<file path="config.mk">
export PLATFORM = sky130hd
export DESIGN_NAME = srq_top
export DESIGN_NICKNAME = d
export VERILOG_FILES = /design/src/pkg/srq_pkg.sv /design/src/pkg/cause_if.sv /design/src/rtl/sync3.sv /design/src/rtl/channel_cause.sv /design/src/rtl/srq_top.sv
export SDC_FILE = /design/constraint.sdc
export NUM_CORES = 1
export LEC_CHECK = 0
export BUFFER_PORTS_ARGS = -buffer_cell sky130_fd_sc_hd__clkbuf_2
export CORE_MARGIN = 2
export CORE_UTILIZATION = 25
export DETAILED_ROUTE_END_ITERATION = 8
export PLACE_DENSITY = 0.46
export SYNTH_ARGS = -nofsm -noshare
export SYNTH_HDL_FRONTEND = slang
export SYNTH_SLANG_ARGS = --single-unit
export TNS_END_PERCENT = 30
</file>
<file path="constraint.sdc">
create_clock -name sys_clk_i -period 3.3 [get_ports sys_clk_i]
set_input_delay 0 -clock sys_clk_i [delete_from_list [all_inputs] [get_ports sys_clk_i]]
set_output_delay 0 -clock sys_clk_i [all_outputs]
set_load 0.02 [all_outputs]
</file>
<file path="src/pkg/srq_pkg.sv">
package srq_pkg;

  // Register byte offsets on the APB side.
  localparam logic [7:0] CMD_OFS    = 8'h00;
  localparam logic [7:0] STATUS_OFS = 8'h04;
  localparam logic [7:0] MASK_OFS   = 8'h08;
  localparam logic [7:0] OUTPUT_OFS = 8'h0c;
  localparam logic [7:0] LOG_OFS    = 8'h10;
  localparam logic [7:0] COUNT_OFS  = 8'h14;

  // Status byte codes returned by serial poll.
  localparam logic [7:0] CODE_NONE    = 8'h00;
  localparam logic [7:0] CODE_SYNTAX  = 8'h61;
  localparam logic [7:0] CODE_RANGE   = 8'h62;
  localparam logic [7:0] CODE_BREAKER = 8'h64;
  localparam logic [7:0] CODE_TO_CC   = 8'h68;
  localparam logic [7:0] CODE_TO_CV   = 8'h58;

  // Command register fields and command codes.
  localparam int         CMD_CODE_LSB = 0;
  localparam int         CMD_CODE_W   = 3;
  localparam int         CMD_CHAN_BIT = 3;
  localparam logic [2:0] CMD_NOP      = 3'h0;
  localparam logic [2:0] CMD_MASK1    = 3'h1;
  localparam logic [2:0] CMD_MASK2    = 3'h2;
  localparam logic [2:0] CMD_MASK3    = 3'h3;
  localparam logic [2:0] CMD_MASK4    = 3'h4;
  localparam logic [2:0] CMD_OUT_ON   = 3'h5;
  localparam logic [2:0] CMD_OUT_OFF  = 3'h6;

  // Status register fields.
  localparam int STAT_CODE_LSB  = 0;
  localparam int STAT_SRQ_BIT   = 8;
  localparam int STAT_LONLY_BIT = 9;
  localparam int STAT_ADDR_LSB  = 10;
  localparam int STAT_CFG_BIT   = 15;

  // Cause log bits; channel B causes sit LOG_CHAN_STRIDE above channel A.
  localparam int LOG_SYNTAX_BIT  = 0;
  localparam int LOG_RANGE_BIT   = 1;
  localparam int LOG_BRK_BIT     = 2;
  localparam int LOG_CC_BIT      = 3;
  localparam int LOG_CV_BIT      = 4;
  localparam int LOG_CHAN_STRIDE = 3;
  localparam int LOG_W           = 8;

  // Reset values.
  localparam logic [1:0] OUT_RESET = 2'b00;

  typedef enum logic [3:0] {
    MASK_ALL   = 4'b0001,
    MASK_REG   = 4'b0010,
    MASK_BRK   = 4'b0100,
    UNMASK_ALL = 4'b1000
  } mask_state_t;

  localparam mask_state_t MASK_RESET = UNMASK_ALL;

endpackage : srq_pkg

</file>
<file path="src/pkg/cause_if.sv">
`timescale 1ns/1ns
interface cause_if;
  logic                brk_raw;
  logic                cc_raw;
  logic                cv_raw;
  logic                brk_req;
  logic                cc_req;
  logic                cv_req;
  srq_pkg::mask_state_t mask_state;

  modport chan (output brk_raw, cc_raw, cv_raw, brk_req, cc_req, cv_req, mask_state);
  modport ctrl (input brk_raw, cc_raw, cv_raw, brk_req, cc_req, cv_req, mask_state);
endinterface : cause_if

</file>
<file path="src/rtl/sync3.sv">
`timescale 1ns/1ns
module sync3 #(
  parameter int W = 1
) (
  // Clock and reset
  input  wire logic         sys_clk_i,
  input  wire logic         resetn_i,
  // Asynchronous input and filtered result
  input  wire logic [W-1:0] d_i,
  output logic      [W-1:0] q_o,
  output logic              valid_o
);
  logic [W-1:0] s1_r;
  logic [W-1:0] s2_r;
  logic [W-1:0] s3_r;
  logic [1:0]   fill_r;

  always_ff @(posedge sys_clk_i) begin
    s1_r <= d_i;
    s2_r <= s1_r;
    s3_r <= s2_r;
  end

  // The output moves only when the second and third stages agree.
  always_ff @(posedge sys_clk_i) begin
    if (!resetn_i) begin
      fill_r  <= 2'h0;
      valid_o <= 1'b0;
      q_o     <= '0;
    end else begin
      if (fill_r != 2'h3) begin
        fill_r <= fill_r + 2'h1;
      end
      if (fill_r == 2'h3 && s2_r == s3_r) begin
        q_o     <= s3_r;
        valid_o <= 1'b1;
      end
    end
  end
endmodule : sync3

</file>
<file path="src/rtl/channel_cause.sv">
`timescale 1ns/1ns
module channel_cause
  import srq_pkg::*;
(
  // Clock and reset
  input  wire logic sys_clk_i,
  input  wire logic resetn_i,
  // Filtered supply status
  input  wire logic stat_valid_i,
  input  wire logic breaker_i,
  input  wire logic cc_mode_i,
  // Mask commands
  input  wire logic mask_wr_i,
  input  wire logic [2:0] mask_cmd_i,
  input  wire logic reinit_i,
  // Causes towards the request logic
  cause_if.chan     cause
);
  logic        primed_r;
  logic        brk_prev_r;
  logic        cc_prev_r;
  mask_state_t mask_r;

  // Edges are only trusted once a first settled sample has been taken.
  always_ff @(posedge sys_clk_i) begin
    if (!resetn_i) begin
      primed_r   <= 1'b0;
      brk_prev_r <= 1'b0;
      cc_prev_r  <= 1'b0;
    end else if (stat_valid_i) begin
      primed_r   <= 1'b1;
      brk_prev_r <= breaker_i;
      cc_prev_r  <= cc_mode_i;
    end
  end

  assign cause.brk_raw = primed_r && breaker_i && !brk_prev_r;
  assign cause.cc_raw  = primed_r && cc_mode_i && !cc_prev_r;
  assign cause.cv_raw  = primed_r && !cc_mode_i && cc_prev_r;

  always_ff @(posedge sys_clk_i) begin
    if (!resetn_i || reinit_i) begin
      mask_r <= MASK_RESET;
    end else if (mask_wr_i) begin
      case (mask_cmd_i)
        CMD_MASK1: mask_r <= MASK_ALL;
        CMD_MASK2: mask_r <= MASK_REG;
        CMD_MASK3: mask_r <= MASK_BRK;
        CMD_MASK4: mask_r <= UNMASK_ALL;
        default:   mask_r <= mask_r;
      endcase
    end
  end

  assign cause.mask_state = mask_r;
  assign cause.brk_req = cause.brk_raw &&
                         (mask_r == MASK_REG || mask_r == UNMASK_ALL);
  assign cause.cc_req  = cause.cc_raw &&
                         (mask_r == MASK_BRK || mask_r == UNMASK_ALL);
  assign cause.cv_req  = cause.cv_raw &&
                         (mask_r == MASK_BRK || mask_r == UNMASK_ALL);
endmodule : channel_cause

</file>
<file path="src/rtl/srq_top.sv">
// The register addresses and the APB register port were decided locally.
`timescale 1ns/1ns
// Operation
// - Breaker trip raises cause with code 100.
// - Change from voltage to current gives 104.
// - Change from current to voltage gives 88.
// - First mask command blocks all supply causes.
// - Second mask command leaves only breaker requests.
// - Third mask command blocks only breaker requests.
// - Fourth mask command unblocks all supply causes.
// - Addressable: errors and transitions raise requests.
// - Addressable: breaker reinitialises and raises request in the same cycle.
// - Listen-only: command errors reinitialise the device.
// - Listen-only: supply causes are ignored entirely; the cause log still records them.
// - Syntax error gives 97, range error 98.
// - Serial poll returns the pending status byte.
// - Trigger command switches both outputs on together.
module srq_top
  import srq_pkg::*;
(
  // Clock and reset
  input  wire logic        sys_clk_i,
  input  wire logic        resetn_i,
  // APB slave
  input  wire logic        psel_i,
  input  wire logic        penable_i,
  input  wire logic        pwrite_i,
  input  wire logic [7:0]  paddr_i,
  input  wire logic [31:0] pwdata_i,
  output logic      [31:0] prdata_o,
  output logic             pready_o,
  output logic             pslverr_o,
  // Command parser events, same clock
  input  wire logic        syntax_err_i,
  input  wire logic        range_err_i,
  input  wire logic        trigger_i,
  // Bus side
  input  wire logic        serial_poll_i,
  output logic             srq_o,
  output logic      [7:0]  status_byte_o,
  output logic      [4:0]  bus_addr_o,
  output logic             listen_only_o,
  // Configuration switches
  input  wire logic [4:0]  addr_sw_i,
  input  wire logic        listen_only_sw_i,
  // Supply status pins, channel A in bit 0
  input  wire logic [1:0]  breaker_i,
  input  wire logic [1:0]  cc_mode_i,
  // Supply control
  output logic      [1:0]  output_on_o,
  output logic             reinit_o
);
  import srq_pkg::*;

  typedef enum logic [1:0] {
    POLL_IDLE   = 2'b01,
    POLL_ACTIVE = 2'b10
  } poll_state_t;

  logic [3:0]  pin_sync;
  logic        pin_valid;
  logic [5:0]  sw_sync;
  logic        sw_valid;
  logic        poll_sync;
  logic        poll_valid;
  logic        cfg_taken_r;
  logic        lonly_r;
  logic [4:0]  addr_r;
  logic        srq_r;
  logic [7:0]  code_r;
  logic [7:0]  code_nxt;
  logic        take_nxt;
  logic        poll_clear;
  poll_state_t poll_r;
  logic        reinit_nxt;
  logic        reinit_r;
  logic [1:0]  out_r;
  logic [LOG_W-1:0] log_r;
  logic [LOG_W-1:0] log_set;
  logic [7:0]  reinit_cnt_r;
  logic [7:0]  srq_cnt_r;
  logic        setup;
  logic        access;
  logic        wr_cmd;
  logic        wr_log;
  logic        chan_sel;
  logic [2:0]  cmd_code;
  logic [1:0]  mask_wr;
  logic [1:0]  brk_req;
  logic [1:0]  cc_req;
  logic [1:0]  cv_req;
  logic [1:0]  brk_raw;
  logic [1:0]  cc_raw;
  logic [1:0]  cv_raw;
  logic        mapped;
  logic [31:0] rd_mux;
  logic        pready_r;
  logic [31:0] prdata_r;
  logic        pslverr_r;

  cause_if cause_a ();
  cause_if cause_b ();

  // Supply pins, switches and the poll line all come from outside the clock domain.
  sync3 #(.W(4)) u_pin_sync (
    .sys_clk_i (sys_clk_i),
    .resetn_i  (resetn_i),
    .d_i       ({cc_mode_i, breaker_i}),
    .q_o       (pin_sync),
    .valid_o   (pin_valid)
  );

  sync3 #(.W(6)) u_sw_sync (
    .sys_clk_i (sys_clk_i),
    .resetn_i  (resetn_i),
    .d_i       ({listen_only_sw_i, addr_sw_i}),
    .q_o       (sw_sync),
    .valid_o   (sw_valid)
  );

  sync3 #(.W(1)) u_poll_sync (
    .sys_clk_i (sys_clk_i),
    .resetn_i  (resetn_i),
    .d_i       (serial_poll_i),
    .q_o       (poll_sync),
    .valid_o   (poll_valid)
  );

  channel_cause u_chan_a (
    .sys_clk_i    (sys_clk_i),
    .resetn_i     (resetn_i),
    .stat_valid_i (pin_valid),
    .breaker_i    (pin_sync[0]),
    .cc_mode_i    (pin_sync[2]),
    .mask_wr_i    (mask_wr[0]),
    .mask_cmd_i   (cmd_code),
    .reinit_i     (reinit_r),
    .cause        (cause_a)
  );

  channel_cause u_chan_b (
    .sys_clk_i    (sys_clk_i),
    .resetn_i     (resetn_i),
    .stat_valid_i (pin_valid),
    .breaker_i    (pin_sync[1]),
    .cc_mode_i    (pin_sync[3]),
    .mask_wr_i    (mask_wr[1]),
    .mask_cmd_i   (cmd_code),
    .reinit_i     (reinit_r),
    .cause        (cause_b)
  );

  assign brk_req = {cause_b.brk_req, cause_a.brk_req};
  assign cc_req  = {cause_b.cc_req, cause_a.cc_req};
  assign cv_req  = {cause_b.cv_req, cause_a.cv_req};
  assign brk_raw = {cause_b.brk_raw, cause_a.brk_raw};
  assign cc_raw  = {cause_b.cc_raw, cause_a.cc_raw};
  assign cv_raw  = {cause_b.cv_raw, cause_a.cv_raw};

  // Switches are read once, the first time they settle after reset, and never again.
  always_ff @(posedge sys_clk_i) begin
    if (!resetn_i) begin
      cfg_taken_r <= 1'b0;
      lonly_r     <= 1'b0;
      addr_r      <= 5'h00;
    end else if (!cfg_taken_r && sw_valid) begin
      cfg_taken_r <= 1'b1;
      addr_r      <= sw_sync[4:0];
      lonly_r     <= sw_sync[5];
    end
  end

  // APB: one wait-free access phase; pready is registered so every output is a flop.
  assign setup    = psel_i && !penable_i;
  assign access   = psel_i && penable_i && pready_r;
  assign chan_sel = pwdata_i[CMD_CHAN_BIT];
  assign cmd_code = pwdata_i[CMD_CODE_LSB +: CMD_CODE_W];
  assign wr_cmd   = access && pwrite_i && paddr_i == CMD_OFS;
  assign wr_log   = access && pwrite_i && paddr_i == LOG_OFS;
  assign mask_wr  = wr_cmd ? {chan_sel, !chan_sel} : 2'b00;

  always_comb begin
    mapped = 1'b1;
    rd_mux = 32'h0000_0000;
    case (paddr_i)
      CMD_OFS:    rd_mux = 32'h0000_0000;
      STATUS_OFS: begin
        rd_mux[STAT_CODE_LSB +: 8] = code_r;
        rd_mux[STAT_SRQ_BIT]       = srq_r;
        rd_mux[STAT_LONLY_BIT]     = lonly_r;
        rd_mux[STAT_ADDR_LSB +: 5] = addr_r;
        rd_mux[STAT_CFG_BIT]       = cfg_taken_r;
      end
      MASK_OFS:   rd_mux[7:0] = {cause_b.mask_state, cause_a.mask_state};
      OUTPUT_OFS: rd_mux[1:0] = out_r;
      LOG_OFS:    rd_mux[LOG_W-1:0] = log_r;
      COUNT_OFS:  rd_mux[15:0] = {srq_cnt_r, reinit_cnt_r};
      default:    mapped = 1'b0;
    endcase
  end

  always_ff @(posedge sys_clk_i) begin
    if (!resetn_i) begin
      pready_r  <= 1'b0;
      prdata_r  <= 32'h0000_0000;
      pslverr_r <= 1'b0;
    end else begin
      pready_r  <= setup;
      if (setup) begin
        prdata_r  <= pwrite_i ? 32'h0000_0000 : rd_mux;
        pslverr_r <= !mapped;
      end else if (access) begin
        prdata_r  <= 32'h0000_0000;
        pslverr_r <= 1'b0;
      end
    end
  end

  // Reinitialisation sources depend on the mode taken from the switches.
  always_comb begin
    if (lonly_r) begin
      reinit_nxt = syntax_err_i || range_err_i;
    end else begin
      reinit_nxt = |brk_raw;
    end
  end

  always_ff @(posedge sys_clk_i) begin
    if (!resetn_i) begin
      reinit_r <= 1'b0;
    end else begin
      reinit_r <= reinit_nxt;
    end
  end

  // Output switches; reinit wins over a trigger in the same cycle for safety.
  always_ff @(posedge sys_clk_i) begin
    if (!resetn_i || reinit_r) begin
      out_r <= OUT_RESET;
    end else if (trigger_i) begin
      out_r <= 2'b11;
    end else if (wr_cmd && cmd_code == CMD_OUT_ON) begin
      out_r[chan_sel] <= 1'b1;
    end else if (wr_cmd && cmd_code == CMD_OUT_OFF) begin
      out_r[chan_sel] <= 1'b0;
    end
  end

  // Serial poll: the byte stands while the poll lasts and clears at its end.
  always_ff @(posedge sys_clk_i) begin
    if (!resetn_i) begin
      poll_r <= POLL_IDLE;
    end else begin
      case (poll_r)
        POLL_IDLE:   if (poll_valid && poll_sync) poll_r <= POLL_ACTIVE;
        POLL_ACTIVE: if (!poll_sync) poll_r <= POLL_IDLE;
        default:     poll_r <= POLL_IDLE;
      endcase
    end
  end

  assign poll_clear = poll_r == POLL_ACTIVE && !poll_sync;

  // Pick the highest-priority unmasked cause; only a free slot may take one.
  always_comb begin
    take_nxt = 1'b0;
    code_nxt = CODE_NONE;
    if (!srq_r || poll_clear) begin
      if (!lonly_r) begin
        if (syntax_err_i) begin
          take_nxt = 1'b1;
          code_nxt = CODE_SYNTAX;
        end else if (range_err_i) begin
          take_nxt = 1'b1;
          code_nxt = CODE_RANGE;
        end else if (|brk_req) begin
          take_nxt = 1'b1;
          code_nxt = CODE_BREAKER;
        end else if (|cc_req) begin
          take_nxt = 1'b1;
          code_nxt = CODE_TO_CC;
        end else if (|cv_req) begin
          take_nxt = 1'b1;
          code_nxt = CODE_TO_CV;
        end
      end
    end
  end

  // A new cause in the poll-clear cycle is kept, so the clear does not lose it.
  always_ff @(posedge sys_clk_i) begin
    if (!resetn_i) begin
      srq_r  <= 1'b0;
      code_r <= CODE_NONE;
    end else if (take_nxt) begin
      srq_r  <= 1'b1;
      code_r <= code_nxt;
    end else if (poll_clear) begin
      srq_r  <= 1'b0;
      code_r <= CODE_NONE;
    end
  end

  // Raw cause log for software, write one to clear, set wins.
  always_comb begin
    log_set = '0;
    log_set[LOG_SYNTAX_BIT] = syntax_err_i;
    log_set[LOG_RANGE_BIT]  = range_err_i;
    for (int c = 0; c < 2; c++) begin
      log_set[LOG_BRK_BIT + c * LOG_CHAN_STRIDE] = brk_raw[c];
      log_set[LOG_CC_BIT + c * LOG_CHAN_STRIDE]  = cc_raw[c];
      log_set[LOG_CV_BIT + c * LOG_CHAN_STRIDE]  = cv_raw[c];
    end
  end

  always_ff @(posedge sys_clk_i) begin
    if (!resetn_i) begin
      log_r <= '0;
    end else begin
      log_r <= (log_r & ~(wr_log ? pwdata_i[LOG_W-1:0] : '0)) | log_set;
    end
  end

  // Saturating activity counters.
  always_ff @(posedge sys_clk_i) begin
    if (!resetn_i) begin
      reinit_cnt_r <= 8'h00;
      srq_cnt_r    <= 8'h00;
    end else begin
      if (reinit_r && reinit_cnt_r != 8'hff) begin
        reinit_cnt_r <= reinit_cnt_r + 8'h01;
      end
      if (take_nxt && srq_cnt_r != 8'hff) begin
        srq_cnt_r <= srq_cnt_r + 8'h01;
      end
    end
  end

  assign prdata_o      = prdata_r;
  assign pready_o      = pready_r;
  assign pslverr_o     = pslverr_r;
  assign srq_o         = srq_r;
  assign status_byte_o = code_r;
  assign bus_addr_o    = addr_r;
  assign listen_only_o = lonly_r;
  assign output_on_o   = out_r;
  assign reinit_o      = reinit_r;
endmodule : srq_top

</file>
==> results_dict.tcl, run 1 <==
set metrics [dict create \
    power_switching_uw 878 \
    power-per-cell-area_mw_per_mm2 560 \
    cts_made_buffers 17 \
    weighted_congestion_at_the_end_of_routability_driven_global_placement 0.795 \
    cp.required_ns 3.57 \
    drive_above_1_share_pct 17.9 \
    remaining_drc_errors 0 \
    timing.critical_path.arrival_ns 2.47 \
    yosysTopAreaCellShare_pct 49.5 \
    drt-pass1-iter-count 5 \
    vias 4117 \
    drt.antenna.violating_nets 0 \
    postSynthCellCount 551 \
    criticalPathCategory "reg -> reg" \
    io-pin-count 111 \
    final_net_count 703 \
    nFillCells 2131 \
    drt-met1-wl_um 5980 \
    synthesis.area_sq_mm 0.00518 \
    hold_path.startpoint "resetn_i" \
    cts_tree "done" \
    post_synth_num_cell_types 56 \
    globalRouteTotalUtil_pct 12.0 \
    power.combinational.fraction_pct 7.0 \
    ff2ff_setup_slack_ns 1.10 \
    path_clk_slew_ns 0.06 \
    postCtsSetupBuffers 0 \
    synth-seq-area-share_pct 49.5 \
    pwr-share-seq_pct 45.1 \
    synth_seq_cells 128 \
    io_buffer_count 69 \
    grt_start_max_net_pins 41 \
    synth_flop_cell "dfxtp_1" \
    worstHoldPathCells 2 \
    power.static_leakage_uw 0.00262 \
    irDropWorstVdd_mv 0.359 \
    rows 52 \
    wl_met3_um 737 \
    setup_viol 0 \
    number_of_warnings_issued_by_yosys 0 \
    grt_pass1_vias 4044 \
    syn_area_per_cell_sq_um 9.40 \
    avgRoutedWirePerCell_um 13.8 \
    detail_route.vias_per_cell 4.47 \
    clock-sinks 128 \
    fmaxAchievable_mhz 455 \
    critical_path.startpoint_type "flop" \
    grt_antenna_before_repair 0 \
    worst_pin_slew_ns 1.20 \
    hold_violations 0 \
    final_core_util_pct 32.0 \
    synth_enable_flop_cells 0 \
    post_cts_resized 0 \
    slew_violations 0 \
    asyncSetResetFlopFracSynth_pct 0 \
    ctsRootBufferMaster "clkbuf_16" \
    rr_startpoint "u_poll_sync.q_o" \
    power.share.switching_pct 24.2 \
    worst_r2r_endpoint "status_byte_o[0]" \
    clock_power_share_pct 47.9 \
    outcome "complete, no violations" \
    core_region_area_sq_mm 0.0203 \
    period_minus_slack_ns 2.20 \
    route.met2.wl_um 5910 \
    power_report.internal_total_uw 2760 \
    syn_to_final_growth_pct 25.4 \
    start_util_pct 25.5 \
    initialDrtViolationCount 207 \
    wirelength_um 12700 \
    critPathMaxFanout 10 \
    die_x_um 148 \
    cts-htree-levels 4 \
    die_h_um 148 \
    antenna_cells 0 \
    clk-insertion-delay-late_ns 0.41 \
    dieArea_sq_mm 0.0219 \
    synth.top_cells.by_count "dfxtp_1, nor2_1, nand2_1" \
    final.setup.tns_ns 0 \
    max_used_layer "met4" \
    min_path_type "in -> reg" \
    worst-r2r-cell-count 5 \
    category_of_the_worst_setup_path_capture_point "flop" \
    synth.most_common_cell "dfxtp_1" \
    grt_first_pass_wirelength_um 20600 \
    synthTopCellsByArea "dfxtp_1, mux2i_1, nor2_1" \
    finClkSkew_ns 0.00873 \
    cts.path.max_buffers 2 \
    cap_viol_max_count 0 \
    final_min_period_over_clock_period_pct 66.6 \
    grt_remaining_overflow 0 \
    detailedPlacementHpwl_um 9320 \
    min_delay_worst_endpoint "srq_cnt_r[5]" \
    synth.largest_area_cell "dfxtp_1" \
    rsz0062_at_grt "false" \
    slew_headroom_pct 19.7 \
]
==> sequential cells by signal, summed over array words and instances (netlist names), 4 cells and up <==
name	flops
srq_cnt_r	8
u_sw_sync.s1_r	6
log_r	8
bus_addr_o	5
u_sw_sync.q_o	6
u_pin_sync.s1_r	4
u_sw_sync.s3_r	6
status_byte_o	7
u_pin_sync.q_o	4
reinit_cnt_r	8
u_sw_sync.s2_r	6
prdata_o	16
u_pin_sync.s2_r	4
u_pin_sync.s3_r	4
u_chan_b.cause.mask_state	4
u_chan_a.cause.mask_state	4
==> through the flow <==
| step | power, uW | area [sq um] | hold WS (ns) | worst slack [ns] | std cells |
|---|---|---|---|---|---|
| 2_1_floorplan | 1840 | 5240 | 0.0277 | 1.42 | 567 |
| 3_3_place_gp | 1900 | 5700 | 0.103 | 1.19 | 866 |
| 3_5_place_dp | 1910 | 5700 | 0.104 | 1.15 | 866 |
| 4_1_cts | 3690 | 6500 | 0.0343 | 1.13 | 922 |
| 5_1_grt | 3790 | 6500 | 0.0778 | 0.933 | 922 |
| 6_report | 3640 | 6500 | 0.0760 | 1.10 | 922 |
==> layout make-up <==
| cell class | instances | area, sq um | area share (%) |
|---|---|---|---|
| Sequential cell | 128 | 2560 | 39.4 |
| Multi-Input combinational cell | 388 | 2400 | 37.0 |
| Timing Repair Buffer | 95 | 601 | 9.24 |
| Clock buffer | 19 | 443 | 6.82 |
| Tap cell | 270 | 338 | 5.20 |
| Clock inverter | 13 | 115 | 1.77 |
| Inverter | 9 | 33.8 | 0.520 |
==> critical path: stages (launching register included) <==
cell and delay [ns]:
dfxtp_1 0.33, or3b_1 0.53, a21oi_1 0.51, o21ai_0 0.42, nand3_1 0.19, a21oi_1 0.08
==> timing repair <==
item,4_1_cts,5_1_grt
endpoints found under the hold margin,25,0
setup endpoints to repair,0,0
hold buffers,24,0
==> power by group through the flow <==
stage               sequential [uW]  combinational (uW)  clock, uW
global placement               1670                 223          0
global route                   1650                 284       1860
floorplan                      1670                 171          0
finish                         1640                 254       1740
CTS                            1640                 256       1790
detailed placement             1670                 232          0
==> kinds of logic after synthesis <==
group | Yosys count | synth area share (%)
AND/OR/NAND/NOR | 198 | 17.9
flip-flops | 128 | 49.5
AO/OA/AOI/OAI | 92 | 11.9
buffers and inverters | 51 | 5.27
multiplexers | 50 | 9.81
XOR/XNOR | 26 | 4.40
adder cells (fa/ha/maj) | 5 | 1.21
other | 1 | 0.0724
==> routing by layer <==
metal / global-route usage (%) / vias up
li1: - / 2073
met1: 15.4 / 1923
met2: 19.6 / 115
met3: 3.70 / 6
met4: 3.29 / 0
met5: 0 / -
==> cell usage in the layout, fill, tap and decap left out, types with 6 or more instances in the layout <==
cell type / n
clkbuf_16: 17
clkbuf_2: 69
a22oi_1: 14
conb_1: 17
dfxtp_1: 128
xor2_1: 17
nand2_1: 45
nor3_1: 10
dlygate4sd3_1: 24
nand3_1: 11
xnor2_1: 9
a21oi_1: 25
a2bb2oi_1: 8
mux2_2: 6
mux2i_1: 44
o21ai_0: 18
or3_1: 9
inv_1: 8
nor2_1: 90
==> how the worst max path moves through the flow <==
stage	end	cells after the start	start	slack (ns)
CTS	status_byte_o[0]	5	u_poll_sync.q_o	1.13
floorplan	srq_cnt_r[6]	8	poll_r[0]	1.42
finish	status_byte_o[0]	5	u_poll_sync.q_o	1.10
detailed placement	status_byte_o[0]	5	u_poll_sync.q_o	1.15
global route	status_byte_o[1]	5	poll_r[0]	0.93
global placement	status_byte_o[5]	5	poll_r[0]	1.19
No activity file was read; power rests on OpenSTA's default activity.
==> run 2: changes to the inputs <==
--- a/config.mk
+++ b/config.mk
@@ -5,6 +5,7 @@
 export SDC_FILE = /design/constraint.sdc
 export NUM_CORES = 1
 export LEC_CHECK = 0
+export ABC_AREA = 1
 export BUFFER_PORTS_ARGS = -buffer_cell sky130_fd_sc_hd__clkbuf_2
 export CORE_MARGIN = 2
 export CORE_UTILIZATION = 25
==> constraint.sdc (replaced) <==
create_clock -name sys_clk_i -period 2.3 [get_ports sys_clk_i]
set_input_delay 0 -clock sys_clk_i [delete_from_list [all_inputs] [get_ports sys_clk_i]]
set_output_delay 0 -clock sys_clk_i [all_outputs]
set_load 0.02 [all_outputs]
==> results_dict.tcl, run 2 <==
set metrics [dict create \
    worst_pin_slew_ns 0.557 \
    die_h_um 151 \
    worst_path_most_repeated_cell "nand2_1" \
    final_min_period_over_clock_period_pct 81.9 \
    syn_area_per_cell_sq_um 7.74 \
    nFillCells 2298 \
    power.share.switching_pct 24.0 \
    timing.critical_path.arrival_ns 2.19 \
    worst-r2r-cell-count 8 \
    power_report.internal_total_uw 4210 \
    weighted_congestion_at_the_end_of_routability_driven_global_placement 0.803 \
    synth.largest_area_cell "dfxtp_1" \
    max_stage_delay_ns 0.56 \
    crit_buf_inv 1 \
    synthXorXnorAreaFrac_pct 3.08 \
    ctsRootBufferMaster "clkbuf_16" \
    cap_viol_max_count 0 \
    start_util_pct 25.6 \
    cts_made_buffers 17 \
    synthTopCellsByArea "dfxtp_1, nand2_1, a21oi_1" \
    initialDrtViolationCount 217 \
    asyncSetResetFlopFracSynth_pct 0 \
    cts_tree "done" \
    slew_headroom_pct 62.9 \
    core_region_area_sq_mm 0.0211 \
    remaining_drc_errors 0 \
    cp_top_family "simple AND/OR/NAND/NOR gates" \
    synth-seq-area-share_pct 47.4 \
    post_cts_hold_buffer_count 24 \
    grt_start_max_net_pins 31 \
    largest_register_ff_count 16 \
    cp_num_cells 8 \
    postSynthCellCount 698 \
    rr_startpoint "pready_o" \
    power.static_leakage_uw 0.00287 \
    finish.cell_count_without_fillers 1089 \
    pwr-share-seq_pct 42.6 \
    io_buffer_count 69 \
    synth_seq_cells 128 \
    final.setup.tns_ns 0 \
    post_synth_fa_ha_maj_area_fraction_pct 1.16 \
    final_net_count 865 \
    synth_flop_cell "dfxtp_1" \
    category_of_the_worst_setup_path_capture_point "flop" \
    preCtsSetupSlack_ns 0.606 \
    hold_violations 0 \
    cts-htree-levels 4 \
    criticalPathCategory "reg -> reg" \
    layout_common_cells "nand2_1, dfxtp_1, inv_1" \
    post_synthesis_compound_gate_area_fraction_pct 12.9 \
    avgRoutedWirePerCell_um 12.9 \
    grt_first_pass_wirelength_um 22800 \
    number_of_warnings_issued_by_yosys 0 \
    drive_above_1_share_pct 17.2 \
    finalWorstSetupSlack_ns 0.416 \
    ff2ff_setup_slack_ns 0.42 \
    power-per-cell-area_mw_per_mm2 807 \
    antenna_cells 0 \
    final_core_util_pct 32.6 \
    startpoint "pready_o" \
    period_minus_slack_ns 1.88 \
    yosysTopAreaCellShare_pct 47.4 \
    rsz0062_at_grt "false" \
    post_cts_resized 0 \
    cts.path.max_buffers 2 \
    synthesis.area_sq_mm 0.00540 \
    io-pin-count 111 \
    clock-sinks 128 \
    numPlacedInstances 1033 \
    detail_route.vias_per_cell 4.28 \
    rows 53 \
    cp.required_ns 2.61 \
    globalRouteTotalUtil_pct 13.1 \
    syn_to_final_growth_pct 27.1 \
    critPathMaxFanout 8 \
    outcome "complete, no violations" \
    power.combinational.fraction_pct 6.9 \
    worstHoldPathCells 4 \
    die_x_um 151 \
    sequential_cell_area_sq_mm 0.00256 \
    slew_violations 0 \
    clk-insertion-delay-late_ns 0.42 \
    path_clk_slew_ns 0.06 \
    wirelength_um 14000 \
    synth.top_cells.by_count "dfxtp_1, nand2_1, inv_1" \
    clock_power_share_pct 50.6 \
    worst_r2r_endpoint "output_on_o[1]" \
    dominant_combinational_cell_family_by_area_after_synthesis "simple AND/OR/NAND/NOR gates" \
    drt-pass1-iter-count 4 \
    min_path_type "in -> reg" \
    synthMuxAreaShare_pct 0 \
    setup_viol 0 \
    vias 4663 \
    critical_path.startpoint_type "flop" \
    post_synth_num_cell_types 35 \
    dieArea_sq_mm 0.0228 \
    finClkSkew_ns 0.00970 \
    irDropWorstVdd_mv 0.490 \
    grt_remaining_overflow 0 \
    cpMaxStageDelayCell "dlygate4sd3_1" \
    synth_enable_flop_cells 0 \
    drt.antenna.violating_nets 0 \
    postCtsSetupBuffers 0 \
    detailedPlacementHpwl_um 10400 \
    multi_input_comb_area_sq_mm 0.00239 \
    power_switching_uw 1330 \
    fmaxAchievable_mhz 531 \
    basic_gate_share_of_the_synthesized_area_counting_and_or_nand_and_nor_cells_pct 25.9 \
    grt_pass1_vias 4514 \
    crit_path_cell_trace "nand2_1, nor2_4, nand3_1, nand3_1, nand2_1, dlygate4sd3_1, nand2_1, a21oi_1" \
    grt_antenna_before_repair 0 \
    timing.critical_path.to "output_on_o[1]" \
]
==> run 2: cell types whose count changed in the layout (fill, tap and decap cells not counted), moves of 8 or more <==
cell,previous run,this run
a21oi_1,25,75
a2bb2oi_1,8,0
or3_1,9,0
o21ai_0,18,36
a22oi_1,14,0
nor2_1,90,68
inv_1,8,77
mux2i_1,44,0
nand2_1,45,128
nand4_1,3,16
nand3_1,11,49
==> run 2: how the worst min path moves through the flow <==
| stage | from | to | slack, ns |
|---|---|---|---|
| 3_5_place_dp | addr_sw_i[0] | u_sw_sync.s1_r[0] | 0.10 |
| 2_1_floorplan | breaker_i[0] | u_pin_sync.s1_r[0] | 0.03 |
| 3_3_place_gp | addr_sw_i[1] | u_sw_sync.s1_r[1] | 0.10 |
| 6_report | pwdata_i[2] | u_chan_b.cause.mask_state[2] | 0.02 |
| 4_1_cts | pwdata_i[2] | u_chan_b.cause.mask_state[2] | 0.01 |
| 5_1_grt | penable_i | pslverr_o | 0.07 |
==> run 2: metrics by stage <==
stage               area (sq um)  power, uW  hold WS [ns]
finish                      6870       5540        0.0194
global route                6870       5790        0.0657
CTS                         6870       5610        0.0149
detailed placement          6010       2760         0.104
global placement            6010       2760         0.102
floorplan                   5460       2660        0.0277
==> run 2: layout make-up <==
cell class / instances / share of cell area [%]
sequential: 128 / 37.3
tap: 275 / 5.01
inverter: 84 / 4.59
clock inverter: 12 / 2.30
clock buffer: 20 / 6.65
multi-input combinational: 470 / 34.8
timing repair buffer: 100 / 9.29
==> run 2: power by group through the flow <==
| stage | registers (uW) | logic (uW) | clock network, uW |
|---|---|---|---|
| detailed placement | 2410 | 353 | 0 |
| CTS | 2360 | 386 | 2870 |
| finish | 2360 | 380 | 2800 |
| global placement | 2410 | 349 | 0 |
| global route | 2370 | 439 | 2980 |
| floorplan | 2410 | 252 | 0 |
==> run 2: cell families after synthesis <==
| logic type | after synthesis |
|---|---|
| compound gates | 131 |
| xor+xnor | 19 |
| fa+ha+maj | 5 |
| buf+inv | 116 |
| flops | 128 |
| other cells | 1 |
| simple gates | 298 |
==> run 2: worst min-delay path, cell delays in order <==
cell and delay, ns:
clkbuf_2 0.12, nor3_1 0.07, nor2_1 0.14, a211oi_1 0.06
==> run 2: per-layer routing <==
layer | global-route usage [%] | share of wire, % | vias to the layer above | wire length (um)
met1 | 16.3 | 47 | 2120 | 6580
met5 | 0 | 0 | - | 0
met2 | 22.0 | 48 | 80 | 6720
li1 | - | - | 2453 | -
met4 | 3.79 | 0.86 | 0 | 121
met3 | 3.67 | 4.4 | 10 | 623
==> run 3: changes to the inputs <==
==> constraint.sdc (replaced) <==
create_clock -name sys_clk_i -period 1.93 [get_ports sys_clk_i]
set_input_delay 0 -clock sys_clk_i [delete_from_list [all_inputs] [get_ports sys_clk_i]]
set_output_delay 0 -clock sys_clk_i [all_outputs]
set_load 0.02 [all_outputs]
==> results_dict.tcl, run 3 (same netlist as run 2, synthesis figures left out) <==
set metrics [dict create \
    post_cts_resized 0 \
    final_min_period_over_clock_period_pct 90.4 \
    clock-sinks 128 \
    largest_register_ff_count 16 \
    rsz0062_at_grt "false" \
    drt.antenna.violating_nets 0 \
    power_report.internal_total_uw 4740 \
    period_minus_slack_ns 1.74 \
    final_net_count 872 \
    path_clk_slew_ns 0.06 \
    io-pin-count 111 \
    antenna_cells 0 \
    cap_viol_max_count 0 \
    hold_violations 0 \
    slew_violations 0 \
    power-per-cell-area_mw_per_mm2 915 \
    fmaxAchievable_mhz 573 \
    slew_headroom_pct 58.9 \
    power.combinational.fraction_pct 7.2 \
    grt_start_max_net_pins 55 \
    finClkSkew_ns 0.00784 \
    ctsRootBufferMaster "clkbuf_16" \
    setup_viol 0 \
    globalRouteTotalUtil_pct 12.7 \
    pwr-share-seq_pct 44.8 \
    cp_top_family "simple AND/OR/NAND/NOR gates" \
    criticalPathCategory "reg -> reg" \
    drive_above_1_share_pct 17.8 \
    detail_route.vias_per_cell 4.20 \
    clock_power_share_pct 48.0 \
    grt_antenna_before_repair 0 \
    rows 53 \
    cts_made_buffers 17 \
    initialDrtViolationCount 247 \
    grt_pass1_vias 4319 \
    ff2ff_setup_slack_ns 0.19 \
    final.setup.tns_ns 0 \
    grt_remaining_overflow 0 \
    min_path_type "in -> reg" \
    timing.critical_path.arrival_ns 2.04 \
    outcome "complete, no violations" \
    detailedPlacementHpwl_um 10300 \
    irDropWorstVdd_mv 0.539 \
    drt-pass1-iter-count 5 \
    die_h_um 151 \
    cts-htree-levels 4 \
    avgRoutedWirePerCell_um 12.7 \
    cts.path.max_buffers 2 \
    die_x_um 151 \
    category_of_the_worst_setup_path_capture_point "flop" \
    grt_first_pass_wirelength_um 22100 \
    cpMaxStageDelayCell "dlygate4sd3_1" \
    finalWorstSetupSlack_ns 0.186 \
    cp.required_ns 2.22 \
    hold_slack_ns 0.0193 \
    critical_path.startpoint_type "flop" \
    start_util_pct 25.6 \
    worst_pin_slew_ns 0.617 \
    vias 4608 \
    crit_path_cell_trace "nand2_1, nor2_4, nand3_1, nand3_1, nand2_1, dlygate4sd3_1, nand2_1, a21oi_1" \
    crit_buf_inv 1 \
    clk-insertion-delay-late_ns 0.41 \
    weighted_congestion_at_the_end_of_routability_driven_global_placement 0.773 \
    io_buffer_count 69 \
    dieArea_sq_mm 0.0228 \
    preCtsSetupSlack_ns 0.372 \
    wirelength_um 13900 \
    fin_area_sq_mm 0.00686 \
    cts_tree "done" \
    dpl-instance-area_sq_mm 0.00606 \
    worst_path_most_repeated_cell "nand2_1" \
    syn_to_final_growth_pct 27.0 \
    core_region_area_sq_mm 0.0211 \
    power.share.switching_pct 24.6 \
    final_core_util_pct 32.5 \
    max_stage_delay_ns 0.56 \
    layout_common_cells "nand2_1, dfxtp_1, inv_1" \
    power_switching_uw 1540 \
    power.static_leakage_uw 0.00288 \
    remaining_drc_errors 0 \
    critPathMaxFanout 5 \
]
run 3: layer usage:
metal	track usage (%)	wire length, um
met4	4.30	114
met1	16.0	6770
met2	20.9	6480
met5	0	0
met3	3.58	497
run 3: path summary, 6_finish.rpt:
kind,from,to,depth (start not counted)
worst max-delay path,pready_o,output_on_o[1],8
worst min-delay path,pwdata_i[0],u_chan_a.cause.mask_state[1],4
worst min register to register,u_sw_sync.s1_r[4],u_sw_sync.s2_r[4],0
worst max register to register,pready_o,output_on_o[1],8
run 3: power groups by stage:
stage	Clock (uW)	Combinational, uW	Sequential (uW)
2_1_floorplan	0	300	2870
3_3_place_gp	0	418	2870
3_5_place_dp	0	422	2870
4_1_cts	3120	460	2810
5_1_grt	3250	516	2830
6_report	3010	454	2810
run 3: through the flow:
step	total power (uW)	cells
6_report	6280	1096
2_1_floorplan	3170	714
5_1_grt	6590	1096
4_1_cts	6390	1094
3_5_place_dp	3290	1039
3_3_place_gp	3290	1039
run 3: area by class of cell:
| class | count | area [sq um] |
|---|---|---|
| timing repair buffer | 107 | 688 |
| fill | 2276 | 14200 |
| inverter | 84 | 315 |
| clock buffer | 21 | 450 |
| sequential | 128 | 2560 |
| multi-input combinational | 470 | 2390 |
| clock inverter | 11 | 108 |
| tap | 275 | 344 |
run 3: what timing repair did:
action | in CTS | in global routing
buffers inserted | 0 | 2
hold endpoints to repair | 28 | 0
endpoints found under the setup margin | 0 | 1
hold buffers | 23 | 0
run 3: worst min-delay path, cell delays in order:
cell and delay, ns:
clkbuf_2 0.11, nor3_1 0.08, o21ai_0 0.15, a21oi_1 0.04
